<file path="src/verilog/rsg_pkg.sv">
// Shared constants and carriers of the rail sequence and group logic.
// Assumes one 20 MHz clock and a synchronous, active-low reset.
package rsg_pkg;

  // ------------------------------------------------------------------
  // Register map
  // ------------------------------------------------------------------
  localparam int ADDR_W = 12;
  localparam logic [11:0] SEQ_IDX = 12'h0e0;
  localparam logic [11:0] GRP_IDX = 12'h0e2;
  localparam logic [11:0] ADR_SEQ = {SEQ_IDX[9:0], 2'b00};
  localparam logic [11:0] ADR_GRP = {GRP_IDX[9:0], 2'b00};
  localparam logic [11:0] ADR_CTRL = 12'h000;
  localparam logic [11:0] ADR_SEND = 12'h004;
  localparam logic [11:0] ADR_STAT = 12'h008;

  // ------------------------------------------------------------------
  // Field positions and reset values
  // ------------------------------------------------------------------
  localparam int ID_W = 5;
  localparam int SEQ_PRE_EN = 15;
  localparam int SEQ_PRE_LSB = 8;
  localparam int SEQ_SEQ_EN = 7;
  localparam int SEQ_SEQ_LSB = 0;
  localparam logic [15:0] SEQ_MASK = 16'h9f9f;
  localparam logic [15:0] SEQ_RST = 16'h0000;
  localparam int GRP_VOUT_EN = 21;
  localparam int GRP_VOUT_LSB = 16;
  localparam int GRP_OP_EN = 13;
  localparam int GRP_OP_LSB = 8;
  localparam int GRP_PF_IMM = 5;
  localparam int GRP_PF_LSB = 0;
  localparam logic [31:0] GRP_MASK = 32'h003f3f3f;
  localparam int CTRL_ON = 0;
  localparam int CTRL_2PH = 1;
  localparam int CTRL_ID_LSB = 8;
  localparam logic [31:0] CTRL_MASK = 32'h00001f03;
  localparam logic [31:0] CTRL_RST = 32'h00000000;
  localparam int OP_ON_BIT = 7;
  localparam int OFF_DLY_DEF = 16;

  // ------------------------------------------------------------------
  // Carriers
  // ------------------------------------------------------------------
  typedef enum logic [2:0]
  {
    EV_NONE, EV_PG, EV_PDOWN, EV_VOUT, EV_OP, EV_PFAIL
  } rsg_kind_t;

  typedef struct packed {
    rsg_kind_t kind;
    logic [4:0] id;
    logic [15:0] data;
  } rsg_evt_t;

  typedef struct packed {
    logic pre_en;
    logic [4:0] pre_id;
    logic seq_en;
    logic [4:0] seq_id;
  } rsg_seq_t;

  typedef struct packed {
    logic pre_pg;
    logic seq_pd;
    logic vout;
    logic op;
    logic pf_imm;
    logic pf_seq;
  } rsg_hit_t;

  function automatic rsg_seq_t seq_of(input logic [15:0] r);
    rsg_seq_t s;
    s.pre_en = r[SEQ_PRE_EN];
    s.pre_id = r[SEQ_PRE_LSB +: ID_W];
    s.seq_en = r[SEQ_SEQ_EN];
    s.seq_id = r[SEQ_SEQ_LSB +: ID_W];
    return s;
  endfunction

endpackage

</file>
<file path="src/verilog/rsg_top.sv">
// Rail sequence and group logic of one output rail, with an APB slave.
// Assumes synchronous event bus ports and a strap decode that is stable
// when reset is released.
//
// The APB slave port was decided locally.
`timescale 1ns/1ps
module rsg_top
  import rsg_pkg::*;
#(
  parameter int OFF_DLY = OFF_DLY_DEF
)
(
  input wire logic ref_clk,
  input wire logic rst_n,
  input wire logic ce,
  input wire logic psel,
  input wire logic penable,
  input wire logic pwrite,
  input wire logic [ADDR_W-1:0] paddr,
  input wire logic [31:0] pwdata,
  output logic [31:0] prdata,
  output logic pready,
  output logic pslverr,
  input wire logic [7:0] cfg_strap,
  input wire logic en_pin,
  input wire logic power_good_signal,
  input wire logic vout_zero,
  input wire logic supply_loss,
  input wire logic evt_rx_valid,
  input rsg_evt_t evt_rx,
  output logic evt_tx_valid,
  output rsg_evt_t evt_tx,
  input wire logic evt_tx_ready,
  output logic out_en,
  output logic [15:0] vout_cmd
);

  // ------------------------------------------------------------------
  // Declarations
  // ------------------------------------------------------------------
  typedef enum logic [2:0]
  {
    ST_OFF, ST_WAIT_PRE, ST_ON, ST_WAIT_SEQ, ST_DELAY
  } rsg_state_t;

  rsg_state_t state_r, state_nxt;
  logic [15:0] seq_r, seq_nxt;
  logic seq_wr_r, seq_wr_nxt;
  logic [31:0] grp_r, grp_nxt;
  logic [31:0] ctrl_r, ctrl_nxt;
  logic loaded_r, loaded_nxt;
  logic op_on_r, op_on_nxt;
  logic pre_seen_r, pre_seen_nxt;
  logic [15:0] dly_r, dly_nxt;
  logic out_en_r, out_en_nxt;
  logic [15:0] vout_r, vout_nxt;
  logic [31:0] prdata_r, prdata_nxt;
  logic pready_r, pready_nxt;
  logic pslverr_r, pslverr_nxt;
  logic [4:0] pend_r, pend_nxt;
  logic tx_v_r, tx_v_nxt;
  rsg_evt_t tx_r, tx_nxt;
  logic pg_d_r, pg_d_nxt;
  logic zero_d_r, zero_d_nxt;
  logic pf_d_r, pf_d_nxt;
  rsg_seq_t seq_eff;
  rsg_hit_t hit;
  logic wr_acc, setup, mapped, want_on;
  logic [4:0] pend_set;

  // ------------------------------------------------------------------
  // Helpers
  // ------------------------------------------------------------------
  // Strap sequencing: prequel only, sequel is never strapped.
  function automatic logic [15:0] strap_seq(input logic [7:0] s);
    strap_seq = 16'h0000;
    strap_seq[SEQ_PRE_EN] = s[7];
    strap_seq[SEQ_PRE_LSB +: ID_W] = s[4:0];
  endfunction

  // One strapped ID serves all three groups; enables from the top bits.
  function automatic logic [31:0] strap_grp(input logic [7:0] s);
    strap_grp = 32'h00000000;
    strap_grp[GRP_VOUT_LSB +: ID_W] = s[4:0];
    strap_grp[GRP_OP_LSB +: ID_W] = s[4:0];
    strap_grp[GRP_PF_LSB +: ID_W] = s[4:0];
    strap_grp[GRP_VOUT_EN] = s[5];
    strap_grp[GRP_OP_EN] = s[6];
    strap_grp[GRP_PF_IMM] = s[7];
  endfunction

  function automatic logic addr_hit(input logic [ADDR_W-1:0] a);
    addr_hit = a == ADR_SEQ || a == ADR_GRP || a == ADR_CTRL ||
      a == ADR_SEND || a == ADR_STAT;
  endfunction

  // ------------------------------------------------------------------
  // Event decode
  // ------------------------------------------------------------------
  // Until software writes the sequencing register, the strap rules.
  assign seq_eff = seq_of(seq_wr_r ? seq_r : strap_seq(cfg_strap));

  rsg_event_rx u_rx
  (
    .evt_valid(evt_rx_valid),
    .evt(evt_rx),
    .seq(seq_eff),
    .grp(grp_r),
    .two_phase(ctrl_r[CTRL_2PH]),
    .hit(hit)
  );

  // ------------------------------------------------------------------
  // APB slave
  // ------------------------------------------------------------------
  // One wait-free access phase: pready rises on the first access cycle.
  assign setup = psel && !penable;
  assign wr_acc = psel && penable && pready_r && pwrite && !pslverr_r;
  assign mapped = addr_hit(paddr);

  always_comb
  begin
    prdata_nxt = prdata_r;
    pready_nxt = 1'b0;
    pslverr_nxt = 1'b0;
    seq_nxt = seq_r;
    seq_wr_nxt = seq_wr_r;
    grp_nxt = grp_r;
    ctrl_nxt = ctrl_r;
    loaded_nxt = 1'b1;
    if (!loaded_r)
    begin
      grp_nxt = strap_grp(cfg_strap);
    end
    if (setup)
    begin
      pready_nxt = 1'b1;
      pslverr_nxt = !mapped;
      prdata_nxt = 32'h00000000;
      if (!pwrite)
      begin
        unique case (paddr)
          ADR_SEQ: prdata_nxt = {16'h0000, seq_r};
          ADR_GRP: prdata_nxt = grp_r;
          // Bit 0 reads the live operation state, which broadcasts move.
          ADR_CTRL: prdata_nxt = {ctrl_r[31:1], op_on_r};
          ADR_STAT: prdata_nxt = {26'h0, pend_r != 5'h00, pre_seen_r,
            state_r, out_en_r};
          default: prdata_nxt = 32'h00000000;
        endcase
      end
    end
    if (wr_acc)
    begin
      unique case (paddr)
        ADR_SEQ:
        begin
          seq_nxt = pwdata[15:0] & SEQ_MASK;
          seq_wr_nxt = 1'b1;
        end
        ADR_GRP: grp_nxt = pwdata & GRP_MASK;
        ADR_CTRL: ctrl_nxt = pwdata & CTRL_MASK;
        default: ctrl_nxt = ctrl_r;
      endcase
    end
  end

  always_ff @(posedge ref_clk)
  begin
    if (!rst_n)
    begin
      prdata_r <= 32'h00000000;
      pready_r <= 1'b0;
      pslverr_r <= 1'b0;
      seq_r <= SEQ_RST;
      seq_wr_r <= 1'b0;
      grp_r <= 32'h00000000;
      ctrl_r <= CTRL_RST;
      loaded_r <= 1'b0;
    end
    else if (ce)
    begin
      prdata_r <= prdata_nxt;
      pready_r <= pready_nxt;
      pslverr_r <= pslverr_nxt;
      seq_r <= seq_nxt;
      seq_wr_r <= seq_wr_nxt;
      grp_r <= grp_nxt;
      ctrl_r <= ctrl_nxt;
      loaded_r <= loaded_nxt;
    end
  end

  // ------------------------------------------------------------------
  // Sequencing state machine
  // ------------------------------------------------------------------
  // The operation state follows software or a matched broadcast.
  assign want_on = en_pin && op_on_r;

  always_comb
  begin
    state_nxt = state_r;
    out_en_nxt = out_en_r;
    dly_nxt = dly_r;
    op_on_nxt = op_on_r;
    vout_nxt = vout_r;
    pre_seen_nxt = pre_seen_r;
    if (wr_acc && paddr == ADR_CTRL)
    begin
      op_on_nxt = pwdata[CTRL_ON];
    end
    if (hit.op)
    begin
      op_on_nxt = evt_rx.data[OP_ON_BIT];
    end
    if (hit.vout)
    begin
      vout_nxt = evt_rx.data;
    end
    if (hit.pre_pg)
    begin
      pre_seen_nxt = 1'b1;
    end
    unique case (state_r)
      ST_OFF:
      begin
        if (want_on)
        begin
          state_nxt = ST_WAIT_PRE;
        end
      end
      ST_WAIT_PRE:
      begin
        if (!want_on)
        begin
          state_nxt = ST_OFF;
        end
        else if (!seq_eff.pre_en || pre_seen_r || hit.pre_pg)
        begin
          state_nxt = ST_ON;
          out_en_nxt = 1'b1;
        end
      end
      ST_ON:
      begin
        if (!want_on || hit.pf_seq)
        begin
          state_nxt = seq_eff.seq_en ? ST_WAIT_SEQ : ST_DELAY;
          dly_nxt = 16'(OFF_DLY);
        end
      end
      ST_WAIT_SEQ:
      begin
        if (hit.seq_pd)
        begin
          state_nxt = ST_DELAY;
          dly_nxt = 16'(OFF_DLY);
        end
      end
      ST_DELAY:
      begin
        if (dly_r == 16'h0000)
        begin
          state_nxt = ST_OFF;
          out_en_nxt = 1'b0;
        end
        else
        begin
          dly_nxt = dly_r - 16'h0001;
        end
      end
    endcase
    // A matched immediate loss beats any sequencing in progress.
    if (hit.pf_imm)
    begin
      state_nxt = ST_OFF;
      out_en_nxt = 1'b0;
      op_on_nxt = 1'b0;
    end
    if (state_nxt == ST_OFF)
    begin
      pre_seen_nxt = 1'b0;
    end
  end

  always_ff @(posedge ref_clk)
  begin
    if (!rst_n)
    begin
      state_r <= ST_OFF;
      out_en_r <= 1'b0;
      dly_r <= 16'h0000;
      op_on_r <= 1'b0;
      vout_r <= 16'h0000;
      pre_seen_r <= 1'b0;
    end
    else if (ce)
    begin
      state_r <= state_nxt;
      out_en_r <= out_en_nxt;
      dly_r <= dly_nxt;
      op_on_r <= op_on_nxt;
      vout_r <= vout_nxt;
      pre_seen_r <= pre_seen_nxt;
    end
  end

  // ------------------------------------------------------------------
  // Event transmit
  // ------------------------------------------------------------------
  // Pending bits: 0 power good, 1 power down, 2 voltage, 3 operation,
  // 4 supply loss. Only one message is in flight, so requests queue as
  // flags; a request in the cycle its flag clears is kept.
  always_comb
  begin
    pend_set = 5'h00;
    pend_set[0] = power_good_signal && !pg_d_r && out_en_r;
    pend_set[1] = vout_zero && !zero_d_r && !out_en_r;
    pend_set[4] = supply_loss && !pf_d_r;
    if (wr_acc && paddr == ADR_SEND)
    begin
      pend_set[2] = pwdata[0];
      pend_set[3] = pwdata[1];
      pend_set[4] = pend_set[4] | pwdata[2];
    end
  end

  always_comb
  begin
    pend_nxt = pend_r;
    tx_v_nxt = tx_v_r;
    tx_nxt = tx_r;
    pg_d_nxt = power_good_signal;
    zero_d_nxt = vout_zero;
    pf_d_nxt = supply_loss;
    if (tx_v_r && evt_tx_ready)
    begin
      tx_v_nxt = 1'b0;
    end
    if (!tx_v_nxt)
    begin
      tx_nxt = '0;
      tx_nxt.id = ctrl_r[CTRL_ID_LSB +: ID_W];
      if (pend_r[4])
      begin
        tx_nxt.kind = EV_PFAIL;
        tx_nxt.data = {11'h000, grp_r[GRP_PF_LSB +: ID_W]};
        pend_nxt[4] = 1'b0;
      end
      else if (pend_r[0])
      begin
        tx_nxt.kind = EV_PG;
        pend_nxt[0] = 1'b0;
      end
      else if (pend_r[1])
      begin
        tx_nxt.kind = EV_PDOWN;
        pend_nxt[1] = 1'b0;
      end
      else if (pend_r[2])
      begin
        tx_nxt.kind = EV_VOUT;
        tx_nxt.data = {11'h000, grp_r[GRP_VOUT_LSB +: ID_W]};
        pend_nxt[2] = 1'b0;
      end
      else if (pend_r[3])
      begin
        tx_nxt.kind = EV_OP;
        tx_nxt.data = {11'h000, grp_r[GRP_OP_LSB +: ID_W]};
        pend_nxt[3] = 1'b0;
      end
      tx_v_nxt = pend_r != 5'h00;
    end
    pend_nxt = pend_nxt | pend_set;
  end

  always_ff @(posedge ref_clk)
  begin
    if (!rst_n)
    begin
      pend_r <= 5'h00;
      tx_v_r <= 1'b0;
      tx_r <= '0;
      pg_d_r <= 1'b0;
      zero_d_r <= 1'b0;
      pf_d_r <= 1'b0;
    end
    else if (ce)
    begin
      pend_r <= pend_nxt;
      tx_v_r <= tx_v_nxt;
      tx_r <= tx_nxt;
      pg_d_r <= pg_d_nxt;
      zero_d_r <= zero_d_nxt;
      pf_d_r <= pf_d_nxt;
    end
  end

  // ------------------------------------------------------------------
  // Outputs
  // ------------------------------------------------------------------
  assign prdata = prdata_r;
  assign pready = pready_r;
  assign pslverr = pslverr_r;
  assign evt_tx_valid = tx_v_r;
  assign evt_tx = tx_r;
  assign out_en = out_en_r;
  assign vout_cmd = vout_r;

endmodule // rsg_top

</file>
<file path="src/verilog/rsg_event_rx.sv">
// Decodes one inter-device event bus message against the configuration.
// Assumes the message is held stable for the cycle it is qualified.
`timescale 1ns/1ps
module rsg_event_rx
  import rsg_pkg::*;
(
  input wire logic evt_valid,
  input rsg_evt_t evt,
  input rsg_seq_t seq,
  input wire logic [31:0] grp,
  input wire logic two_phase,
  output rsg_hit_t hit
);

  // ------------------------------------------------------------------
  // Match
  // ------------------------------------------------------------------
  logic pf_grp;

  always_comb
  begin
    hit = '0;
    pf_grp = evt.data[ID_W-1:0] == grp[GRP_PF_LSB +: ID_W];
    if (evt_valid)
    begin
      unique case (evt.kind)
        EV_PG: hit.pre_pg = seq.pre_en && evt.id == seq.pre_id;
        EV_PDOWN: hit.seq_pd = seq.seq_en && evt.id == seq.seq_id;
        // Group fields alone decide a broadcast match.
        EV_VOUT: hit.vout = grp[GRP_VOUT_EN] &&
          evt.data[ID_W-1:0] == grp[GRP_VOUT_LSB +: ID_W];
        EV_OP: hit.op = grp[GRP_OP_EN] &&
          evt.data[ID_W-1:0] == grp[GRP_OP_LSB +: ID_W];
        EV_PFAIL:
        begin
          // In two-phase mode any loss is immediate whatever the group holds.
          hit.pf_imm = (pf_grp && grp[GRP_PF_IMM]) || two_phase;
          hit.pf_seq = pf_grp && !grp[GRP_PF_IMM] && !two_phase;
        end
        default: hit = '0;
      endcase
    end
  end

endmodule // rsg_event_rx

</file>
<file path="config.mk">
export PLATFORM = sky130hd
export DESIGN_NAME = rsg_top
export DESIGN_NICKNAME = d
export VERILOG_FILES = /design/src/verilog/rsg_pkg.sv /design/src/verilog/rsg_top.sv /design/src/verilog/rsg_event_rx.sv
export SDC_FILE = /design/constraint.sdc
export NUM_CORES = 1
export LEC_CHECK = 0
export BUFFER_PORTS_ARGS = -buffer_cell sky130_fd_sc_hd__buf_4
export CORE_ASPECT_RATIO = 2
export CORE_MARGIN = 2
export CORE_UTILIZATION = 50
export CTS_CLUSTER_DIAMETER = 80
export DETAILED_ROUTE_END_ITERATION = 10
export PLACE_DENSITY = 0.76
export SYNTH_ARGS = -nofsm -noshare
export SYNTH_HDL_FRONTEND = slang
export SYNTH_HIERARCHICAL = 1
export SYNTH_SLANG_ARGS = --single-unit
</file>
<file path="constraint.sdc">
create_clock -name ref_clk -period 3.27 [get_ports ref_clk]
set_input_delay 0.654 -clock ref_clk [delete_from_list [all_inputs] [get_ports ref_clk]]
set_output_delay 0.654 -clock ref_clk [all_outputs]
set_load 0.01 [all_outputs]
</file>
==> out/results.txt, run 1 <==
Status: complete, no violations
Most frequent cells in the layout: buf_4, dfxtp_1, nand2_1, a21oi_1, nor2_1
Post-DP HPWL: 15.6 mm
Post-route minimum period: 2.83 ns
Relative slew margins: 0.200
Hold depth: 2
Multi-input gate area: 3390 µm²
Mapped cell area: 6630 µm²
Final Slew Violations: 0
CTS Buf Count: 17
Reg2reg setup slack: 0.44 ns
Sequential area share after synthesis: 0.441
Worst R2R Path Depth: 10
Via count: 6257
CP endpoint kind: flop
CTS Sinks: 146
VDD IR max: 0.523 mV
Core area: 13000 µm²
Sequential cell area: 2920 µm²
Root Buffer: clkbuf_16
First-pass GRT wire length: 32.0 mm
Yosys top cell by area: dfxtp_1
TNS Setup: 0 ns
Initial antenna violation count: 0
Total chip power: 4.48 mW
# setup viols final: 0
Top cells by area, synth: dfxtp_1, nand2_1, a21oi_1
DRC Markers: 0
Die width: 85.4 µm
DP Worst Slack: 0.197 ns
Clock Path Buffers: 2
HP Class: primary input to flop
RSZ-0062 raised after global routing: false
Reg2Reg Launch Point: seq_wr_r
Final WS setup: 0.439 ns
Worst Hold End: grp_r[18]
Arrival @ worst endpoint: 3.17 ns
Synthesis-to-finish area growth: 26.3%
Post-synth EDFFs: 0
Worst-path clk slew: 0.07 ns
Diode count: 0
Cell count after synthesis: 750
Number of global-route vias before repair: 6237
Cell Rows: 59
CTS H-tree lvls: 4
Skew-Pair Late Insertion Delay: 0.42 ns
Type of origin of the critical path: flop
IO buf count: 140
R2R Path End: dly_r[5]
Post-CTS setup buffers: 0
Largest net degree at the start of global routing: 65
CP max FO: 11
Async SR Flop Fraction: 0
Yosys reg bits: 146
Fraction of layout cells with a size suffix above 1: 0.257
Worst-margin pin slew: 1.20 ns
Fillers: 1078
Main synth FF type: dfxtp_1
Tcrit/Tclk final: 0.866
Max Clk Rate: 353 MHz
Share of the synthesized area in the top cell type: 0.441
Total track usage: 0.289
Clock Skew: 0.0148 ns
Max cap viols: 0
Static Leak: 3.55 nW
Initial DRT Pass Iterations: 5
Hold slack: 0.450 ns
Initial drt markers: 401
Final Routed Wirelength: 20.6 mm
Min-delay src: pwdata[18]
Final #Nets: 973
Initial Util: 0.510
Cell Pwr Density: 535 nW/µm²
Via density per instance: 5.97
Most common library cell in the layout ignoring fill and taps: buf_4
Mean cell area of the mapped netlist: 8.84 µm²
GPL Wtd Cong: 0.992
Setup CP Type: flop to flop
Final Hold Viols: 0
Worst EP required: 3.61 ns
Antenna-violating nets left: 0
I/O pin cnt: 164
Die Span Y: 167 µm
Synth cell types: 76
TritonCTS clock tree: done
Post-CTS Hold Buffers: 0
Total gr overflow: 0
WL per Instance: 19.7 µm
Post-cts gate resize count: 0
Die area: 14300 µm²
Synth Warn #: 6
[where the power goes]
part	internal (mW)	leakage, nW	total, mW	switching (mW)
logic	0.250	2.08	0.599	0.349
clock network	1.15	0.284	1.98	0.827
registers	1.83	1.18	1.90	0.0729
total	3.23	3.55	4.48	1.25
[stage by stage]
step	utilization	area, µm²	instances
after floorplan	-	6670	760
after global placement	0.599	7780	1016
after detailed placement	0.599	7780	1016
after CTS	0.645	8370	1048
after global routing	0.645	8370	1048
final	0.645	8370	1048
[layer usage]
| metal | part of all wire | wire, µm | vias to the layer above | global-route usage |
|---|---|---|---|---|
| met4 | 0.059 | 1210 | 0 | 0.175 |
| met2 | 0.54 | 11200 | 269 | 0.536 |
| met5 | 0 | 0 | - | 0 |
| li1 | - | - | 2947 | - |
| met1 | 0.35 | 7180 | 2967 | 0.289 |
| met3 | 0.050 | 1020 | 74 | 0.0486 |
[cell families (layout without fill, tap and decap cells)]
kind of cell | after synthesis | count (layout) | share of synthesized area
and+or+nand+nor | 274 | 274 | 0.212
AOI/OAI and AO/OA | 189 | 189 | 0.195
DFF | 146 | 146 | 0.441
buffers and inverters | 75 | 211 | 0.0547
muxes | 38 | 38 | 0.0598
xor gates and xnor gates | 25 | 25 | 0.0330
adders and majority gates | 2 | 2 | 0.00377
other | 1 | 11 | 0.000565
[state kept, by name (all words and copies together) (netlist names), 3 cells and up]
name,flops
dly_r,16
evt_tx,13
prdata,32
ctrl_r,6
state_r,3
pend_r,5
grp_r,32
seq_r,12
vout_cmd,16
[area by class of cell]
class | count | share of cell area
clock buffers | 18 | 0.0512
clock inverters | 14 | 0.0197
inverters | 20 | 0.00896
multi-input cells | 539 | 0.404
flip-flops and latches | 146 | 0.349
well taps | 152 | 0.0227
repair buffers | 159 | 0.144
[worst max-delay path by stage]
stage                     startpoint        end  slack [ns]  cells past startpoint
after global routing        seq_wr_r  dly_r[15]        0.26                     10
final                       seq_wr_r   dly_r[5]        0.44                     10
after CTS                   seq_wr_r   dly_r[5]        0.47                     10
after floorplan             paddr[4]   grp_r[0]        0.60                      7
after global placement    evt_rx[22]  dly_r[15]        0.19                     12
after detailed placement  evt_rx[22]  dly_r[15]        0.20                     12
[synth_stat cells, types with 4 or more instances]
library cell	instances
dfxtp_1	146
nand2_1	91
a21oi_1	63
nor2_1	52
clkbuf_1	32
mux2i_1	25
o21ai_0	25
and2_1	20
nand3_1	20
inv_1	18
a22oi_1	17
xor2_1	17
nor3_1	16
a221o_1	15
mux2_2	13
a22o_1	11
buf_4	11
or3_1	11
nor4_1	10
o21ai_1	10
or4_1	10
xnor2_1	8
a22o_2	7
and3_1	7
buf_2	5
o22a_1	5
a311oi_1	4
buf_1	4
nand2b_1	4
nor4b_1	4
[worst max-delay path, cell delays in order (launching register included)]
cell and delay (ns):
dfxtp_1 0.53, and2_1 0.20, xor2_1 0.19, nor4_1 0.09, and3_1 0.23, and4b_1 0.18, a211o_1 0.28, buf_4 0.14
a31o_2 0.32, or4_1 0.51, o21ai_0 0.08
Note: power is estimated with default switching activity, not from simulation.
==> run 2, diff against run 1 <==
--- a/config.mk
+++ b/config.mk
@@ -11,6 +11,7 @@
 export CORE_UTILIZATION = 50
 export CTS_CLUSTER_DIAMETER = 80
 export DETAILED_ROUTE_END_ITERATION = 10
+export GPL_TIMING_DRIVEN = 0
 export PLACE_DENSITY = 0.76
 export SYNTH_ARGS = -nofsm -noshare
 export SYNTH_HDL_FRONTEND = slang
==> constraint.sdc (replaced) <==
create_clock -name ref_clk -period 3.27 [get_ports ref_clk]
set_input_delay 0.327 -clock ref_clk [delete_from_list [all_inputs] [get_ports ref_clk]]
set_output_delay 0.327 -clock ref_clk [all_outputs]
set_load 0.01 [all_outputs]
==> run 2 against run 1 <==
Net effect: count of clock-buffer cells in the layout unchanged; die area unchanged; highest routed layer unchanged; cell count increased by 3.3%; largest cell class unchanged.
==> out/results.txt, run 2 (synthesis results as in run 1) <==
Status: complete, no violations
Via count: 6463 (+3.3%)
Min-delay src: pwdata[18]
Initial antenna violation count: 0 (unchanged)
TNS Setup: 0 ns (unchanged)
Worst-path clk slew: 0.06 ns (about the same)
R2R Path End: dly_r[12]
CTS Buf Count: 17 (unchanged)
Root Buffer: clkbuf_16
Critical path buffers and inverters: 2 (+1)
CP max FO: 10 (-1)
Total chip power: 4.37 mW (-2.4%)
CTS H-tree lvls: 4 (unchanged)
Die Span Y: 167 µm (unchanged)
Total gr overflow: 0 (unchanged)
I/O pin cnt: 164 (unchanged)
Post-route minimum period: 3.04 ns (+0.212 ns)
Total track usage: 0.305 (+0.0162)
Type of origin of the critical path: flop
Clock Path Buffers: 2 (unchanged)
First-pass GRT wire length: 33.3 mm (+4.1%)
RSZ-0062 raised after global routing: false
Worst Hold End: grp_r[18]
Die width: 85.4 µm (unchanged)
Relative slew margins: 0.297 (+0.0976)
Clock Skew: 0.00843 ns (-0.00637 ns)
Reg2reg setup slack: 0.23 ns (-0.21 ns)
Setup CP Type: flop to flop
Worst-path cell with the longest stage delay: dfxtp_1
CP endpoint kind: flop
Initial drt markers: 395 (-1.5%)
Initial DRT Pass Iterations: 5 (unchanged)
WL per Instance: 20.0 µm (+1.6%)
Diode count: 0 (unchanged)
Most frequent cells in the layout: buf_4, dfxtp_1, nand2_1, a21oi_1, nor2_1
Arrival @ worst endpoint: 3.40 ns (+0.23 ns)
Antenna-violating nets left: 0 (unchanged)
Number of global-route vias before repair: 6547 (+5.0%)
VDD IR max: 0.435 mV (-17%)
HP Class: primary input to flop
Post-CTS Hold Buffers: 0 (unchanged)
Synthesis-to-finish area growth: 27.6%
Static Leak: 3.58 nW (+0.79%)
Tcrit/Tclk final: 0.931 (+0.0647)
Worst EP required: 3.63 ns (+0.02 ns)
Fillers: 1109 (+2.9%)
Via density per instance: 5.97 (about the same)
Final Slew Violations: 0 (unchanged)
Fraction of layout cells with a size suffix above 1: 0.246 (-0.0107)
Crit path max-delay family: simple AND/OR/NAND/NOR gates
# setup viols final: 0 (unchanged)
Placed cells: 1051 (+3.4%)
CP most frequent cell: nor4_1
IO buf count: 139 (-0.71%)
CTS Sinks: 146 (unchanged)
Skew-Pair Late Insertion Delay: 0.44 ns (+0.02 ns)
Worst-margin pin slew: 1.05 ns (-0.145 ns)
Die area: 14300 µm² (unchanged)
Largest net degree at the start of global routing: 17 (-74%)
Final std cells w/o fill: 1083 (+3.3%)
Crit path largest cell delay: 0.40 ns (-0.13 ns)
Post-DP HPWL: 16.3 mm (+4.8%)
Core area: 13000 µm² (unchanged)
Worst R2R Path Depth: 11 (+1)
Cell Rows: 59 (unchanged)
Finished Core Util: 0.651 (+0.00655)
Hold depth: 2 (unchanged)
GPL Wtd Cong: 0.977 (-1.4%)
Initial Util: 0.510 (unchanged)
TritonCTS clock tree: done
Final #Nets: 1008 (+3.6%)
Final Routed Wirelength: 21.6 mm (+5.0%)
Critical path cell sequence: clkbuf_2 > and2_1 > xor2_1 > nor4_1 > and3_1 > and4b_1 > a211o_1 > o211ai_1 > clkbuf_1 > nor4_1 > mux2i_1
Max cap viols: 0 (unchanged)
Most common library cell in the layout ignoring fill and taps: buf_4
Cell Pwr Density: 517 nW/µm² (-3.4%)
Max Clk Rate: 329 MHz (-7.0%)
Final Hold Viols: 0 (unchanged)
Reg2Reg Launch Point: seq_wr_r
DRC Markers: 0 (unchanged)
-- run 2: cell types whose count changed in the layout (fill, tap and decap cells not counted), sizes merged --
cell	change
buf	+2
bufinv	-2
clkbuf	+33
clkinv	+5
clkinvlp	-2
inv	-1
-- run 2: power by group --
| part | leakage, nW | switching (mW) | internal (mW) |
|---|---|---|---|
| combinational | 2.12 | 0.364 | 0.255 |
| sequential | 1.18 | 0.0627 | 1.83 |
| clock | 0.275 | 0.847 | 1.01 |
-- run 2: area by class of cell --
cell class,count,area (µm²),area share
well taps,152,190,0.0225
repair buffers,139,1040,0.123
inverters,20,75.1,0.00887
clock inverters,14,116,0.0138
clock buffers,18,439,0.0519
flip-flops and latches,146,2920,0.346
multi-input cells,539,3380,0.400
plain buffers,55,289,0.0342
-- run 2: repair_timing --
action,CTS,global route
gates resized for setup,0,2
endpoints found under the hold margin,0,0
setup buffers,0,0
setup endpoints to repair,0,7
-- run 2: metrics by stage --
| stage | instance area, µm² | hold WS, ns | worst slack (ns) |
|---|---|---|---|
| 3_3_place_gp | 7900 | 0.442 | 0.151 |
| 5_1_grt | 8460 | 0.121 | 0.0491 |
| 4_1_cts | 8460 | 0.111 | 0.0848 |
| 2_1_floorplan | 6670 | 0.426 | 0.688 |
| 6_report | 8460 | 0.115 | 0.227 |
| 3_5_place_dp | 7900 | 0.445 | 0.108 |
-- run 2: per-layer routing --
metal / vias to the layer above / share of wire / global-route usage
li1: 3024 / - / -
met4: 0 / 0.076 / 0.221
met2: 301 / 0.52 / 0.542
met5: - / 0 / 0
met3: 109 / 0.058 / 0.0649
met1: 3029 / 0.34 / 0.302
-- run 2: worst max-delay path by stage --
stage | to | startpoint | cells past startpoint
after detailed placement | dly_r[12] | seq_wr_r | 11
after CTS | dly_r[12] | seq_wr_r | 11
final | dly_r[12] | seq_wr_r | 11
after floorplan | dly_r[14] | seq_wr_r | 10
after global routing | dly_r[12] | seq_wr_r | 11
after global placement | dly_r[12] | seq_wr_r | 11
-- run 2: worst register-to-register path: cells and delay by family, from the launching register on --
kind | cells | cell delay, ns
compound gates | 2 | 0.40
xor+xnor | 1 | 0.09
buf+inv | 2 | 0.54
flops | 1 | 0.40
mux | 1 | 0.22
simple gates | 5 | 1.33
==> run 3, diff against run 2 <==
--- a/config.mk
+++ b/config.mk
@@ -9,10 +9,10 @@
 export CORE_ASPECT_RATIO = 2
 export CORE_MARGIN = 2
 export CORE_UTILIZATION = 50
-export CTS_CLUSTER_DIAMETER = 80
 export DETAILED_ROUTE_END_ITERATION = 10
 export GPL_TIMING_DRIVEN = 0
 export PLACE_DENSITY = 0.76
+export SETUP_SLACK_MARGIN = 0.4
 export SYNTH_ARGS = -nofsm -noshare
 export SYNTH_HDL_FRONTEND = slang
 export SYNTH_HIERARCHICAL = 1
==> run 3 against run 2 <==
Net effect: die area is the same; largest power group unchanged; non-clock buffer count is 4 higher; combinational power grew 3%; total power increased by 0.31%; clock power is essentially flat; flip-flop and latch count did not move; maximum frequency grew 9.1%.
==> out/results.txt, run 3 (synthesis results as in run 1) <==
Post-route minimum period: 2.79 ns (-0.253 ns)
Static Leak: 3.61 nW (+0.89%)
Cell Pwr Density: 515 nW/µm² (-0.40%)
Final Hold Viols: 0 (unchanged)
Area post-placement: 7900 µm² (unchanged)
Via count: 6495 (+0.50%)
Relative slew margins: 0.269 (-0.0284)
Status: complete, no violations
Max cap viols: 0 (unchanged)
HP Class: primary input to flop
Fraction of layout cells with a size suffix above 1: 0.256 (+0.00964)
Final Routed Wirelength: 21.7 mm (+0.46%)
IO buf count: 139 (unchanged)
I/O pin cnt: 164 (unchanged)
Fillers: 1114 (+0.45%)
CTS H-tree lvls: 4 (unchanged)
Finished Core Util: 0.656 (+0.00462)
Tcrit/Tclk final: 0.853 (-0.0773)
Pint: 3.11 mW (+0.40%)
Worst EP required: 3.63 ns (about the same)
Core area: 13000 µm² (unchanged)
Initial DRT Pass Iterations: 5 (unchanged)
CP endpoint kind: flop
Switching Fraction: 0.290 (-0.000680)
DRC Markers: 0 (unchanged)
Switching Power: 1.27 mW (about the same)
Die area: 14300 µm² (unchanged)
Clock Path Buffers: 2 (unchanged)
Worst-path clk slew: 0.07 ns (about the same)
Max Clk Rate: 358 MHz (+9.1%)
Worst-path cell with the longest stage delay: or3_1
# setup viols final: 0 (unchanged)
Reg power frac: 0.432 (about the same)
Diode count: 0 (unchanged)
Synthesis-to-finish area growth: 28.5%
Initial Util: 0.510 (unchanged)
Worst-margin pin slew: 1.09 ns (+0.0425 ns)
First-pass GRT wire length: 33.4 mm (+0.35%)
Placed cells: 1051 (unchanged)
Largest net degree at the start of global routing: 17 (unchanged)
Root Buffer: clkbuf_16
Total gr overflow: 0 (unchanged)
Most frequent cells in the layout: buf_4, dfxtp_1, nand2_1, a21oi_1, nor2_1
Total chip power: 4.39 mW (+0.31%)
Cell Rows: 59 (unchanged)
Total track usage: 0.307 (+0.00172)
Post-CTS Hold Buffers: 0 (unchanged)
Clk pwr share: 0.422 (-0.003)
Via density per instance: 5.98 (+0.13%)
Final std cells w/o fill: 1087 (+0.37%)
Initial drt markers: 443 (+12%)
GPL Wtd Cong: 0.977 (unchanged)
Crit path max-delay family: simple AND/OR/NAND/NOR gates
Most common library cell in the layout ignoring fill and taps: buf_4
CTS Sinks: 146 (unchanged)
Type of origin of the critical path: flop
Critical path cell sequence: buf_6 > and2_1 > xor2_1 > nor4_1 > and3_1 > and4b_1 > a211o_1 > o211ai_1 > buf_4 > or3_1 > a21oi_2
Antenna-violating nets left: 0 (unchanged)
Crit path largest cell delay: 0.36 ns (-0.04 ns)
Combinational share of power: 0.146 (+0.004)
Setup CP Type: flop to flop
Final Slew Violations: 0 (unchanged)
CTS Buf Count: 17 (unchanged)
RSZ-0062 raised after global routing: true
TNS Setup: 0 ns (unchanged)
CP max FO: 10 (unchanged)
Sequential cell area: 2920 µm² (about the same)
Arrival @ worst endpoint: 3.15 ns (-0.25 ns)
Final #Nets: 1012 (+0.40%)
Die width: 85.4 µm (unchanged)
Critical path buffers and inverters: 2 (unchanged)
Multi-input gate area: 3400 µm² (+0.59%)
WL per Instance: 20.0 µm (about the same)
Post-DP HPWL: 16.3 mm (unchanged)
VDD IR max: 0.427 mV (-1.9%)
Fin area: 8520 µm² (+0.71%)
TritonCTS clock tree: done
Clock Skew: 0.00925 ns (+0.000822 ns)
Skew-Pair Late Insertion Delay: 0.43 ns (about the same)
Number of global-route vias before repair: 6558 (+0.17%)
Initial antenna violation count: 0 (unchanged)
Die Span Y: 167 µm (unchanged)
==> run 3: cell types whose count changed in the layout (fill, tap and decap cells not counted), sizes merged <==
cell    delta
buf        +6
clkbuf     -2
==> run 3: area by class of cell <==
cell class	instances	area share
tap	152	0.0223
timing repair buffer	143	0.126
clock buffer	18	0.0515
buffer	55	0.0352
clock inverter	14	0.0137
inverter	20	0.00881
multi-input combinational	539	0.399
sequential	146	0.343
==> run 3: final timing paths <==
kind	startpoint	cells past startpoint	endpoint	slack, ns
setup / recovery	seq_wr_r	11	dly_r[11]	0.48
hold / removal	pwdata[18]	2	grp_r[18]	0.12
hold reg to reg	prdata[4]	2	prdata[4]	0.45
setup reg to reg	seq_wr_r	11	dly_r[11]	0.48
==> run 3: per-stage QoR <==
step	hold WS (ns)	setup WS (ns)
global placement	0.442	0.151
detailed placement	0.445	0.108
global route	0.120	0.363
finish	0.119	0.480
floorplan	0.426	0.688
CTS	0.111	0.403
==> run 3: power groups by stage <==
| stage | Clock, mW | Sequential [mW] | Combinational, mW |
|---|---|---|---|
| floorplan | 0 | 1.91 | 0.387 |
| global placement | 0 | 1.93 | 0.598 |
| detailed placement | 0 | 1.93 | 0.607 |
| CTS | 1.87 | 1.89 | 0.614 |
| global route | 1.94 | 1.90 | 0.703 |
| finish | 1.85 | 1.90 | 0.638 |
==> run 3: metal layers <==
layer  track usage  up-vias  part of all wire
met5             0        -                 0
met4         0.221        0             0.072
met3        0.0674      109             0.057
met2         0.545      324              0.53
met1         0.303     3036              0.34
li1              -     3026                 -
==> run 3: worst register-to-register path, stage by stage (launching register included) <==
cell and delay (ns):
dfxtp_2 0.35, buf_6 0.14, and2_1 0.15, xor2_1 0.15, nor4_1 0.29, and3_1 0.27
and4b_1 0.20, a211o_1 0.14, o211ai_1 0.26, buf_4 0.28, or3_1 0.36, a21oi_2 0.13
==> run 3: timing repair <==
item	4_1_cts	5_1_grt
gates resized for setup	4	12
setup endpoints to repair	15	15
pin swaps	2	5
buffers inserted	1	2
cloned	0	1
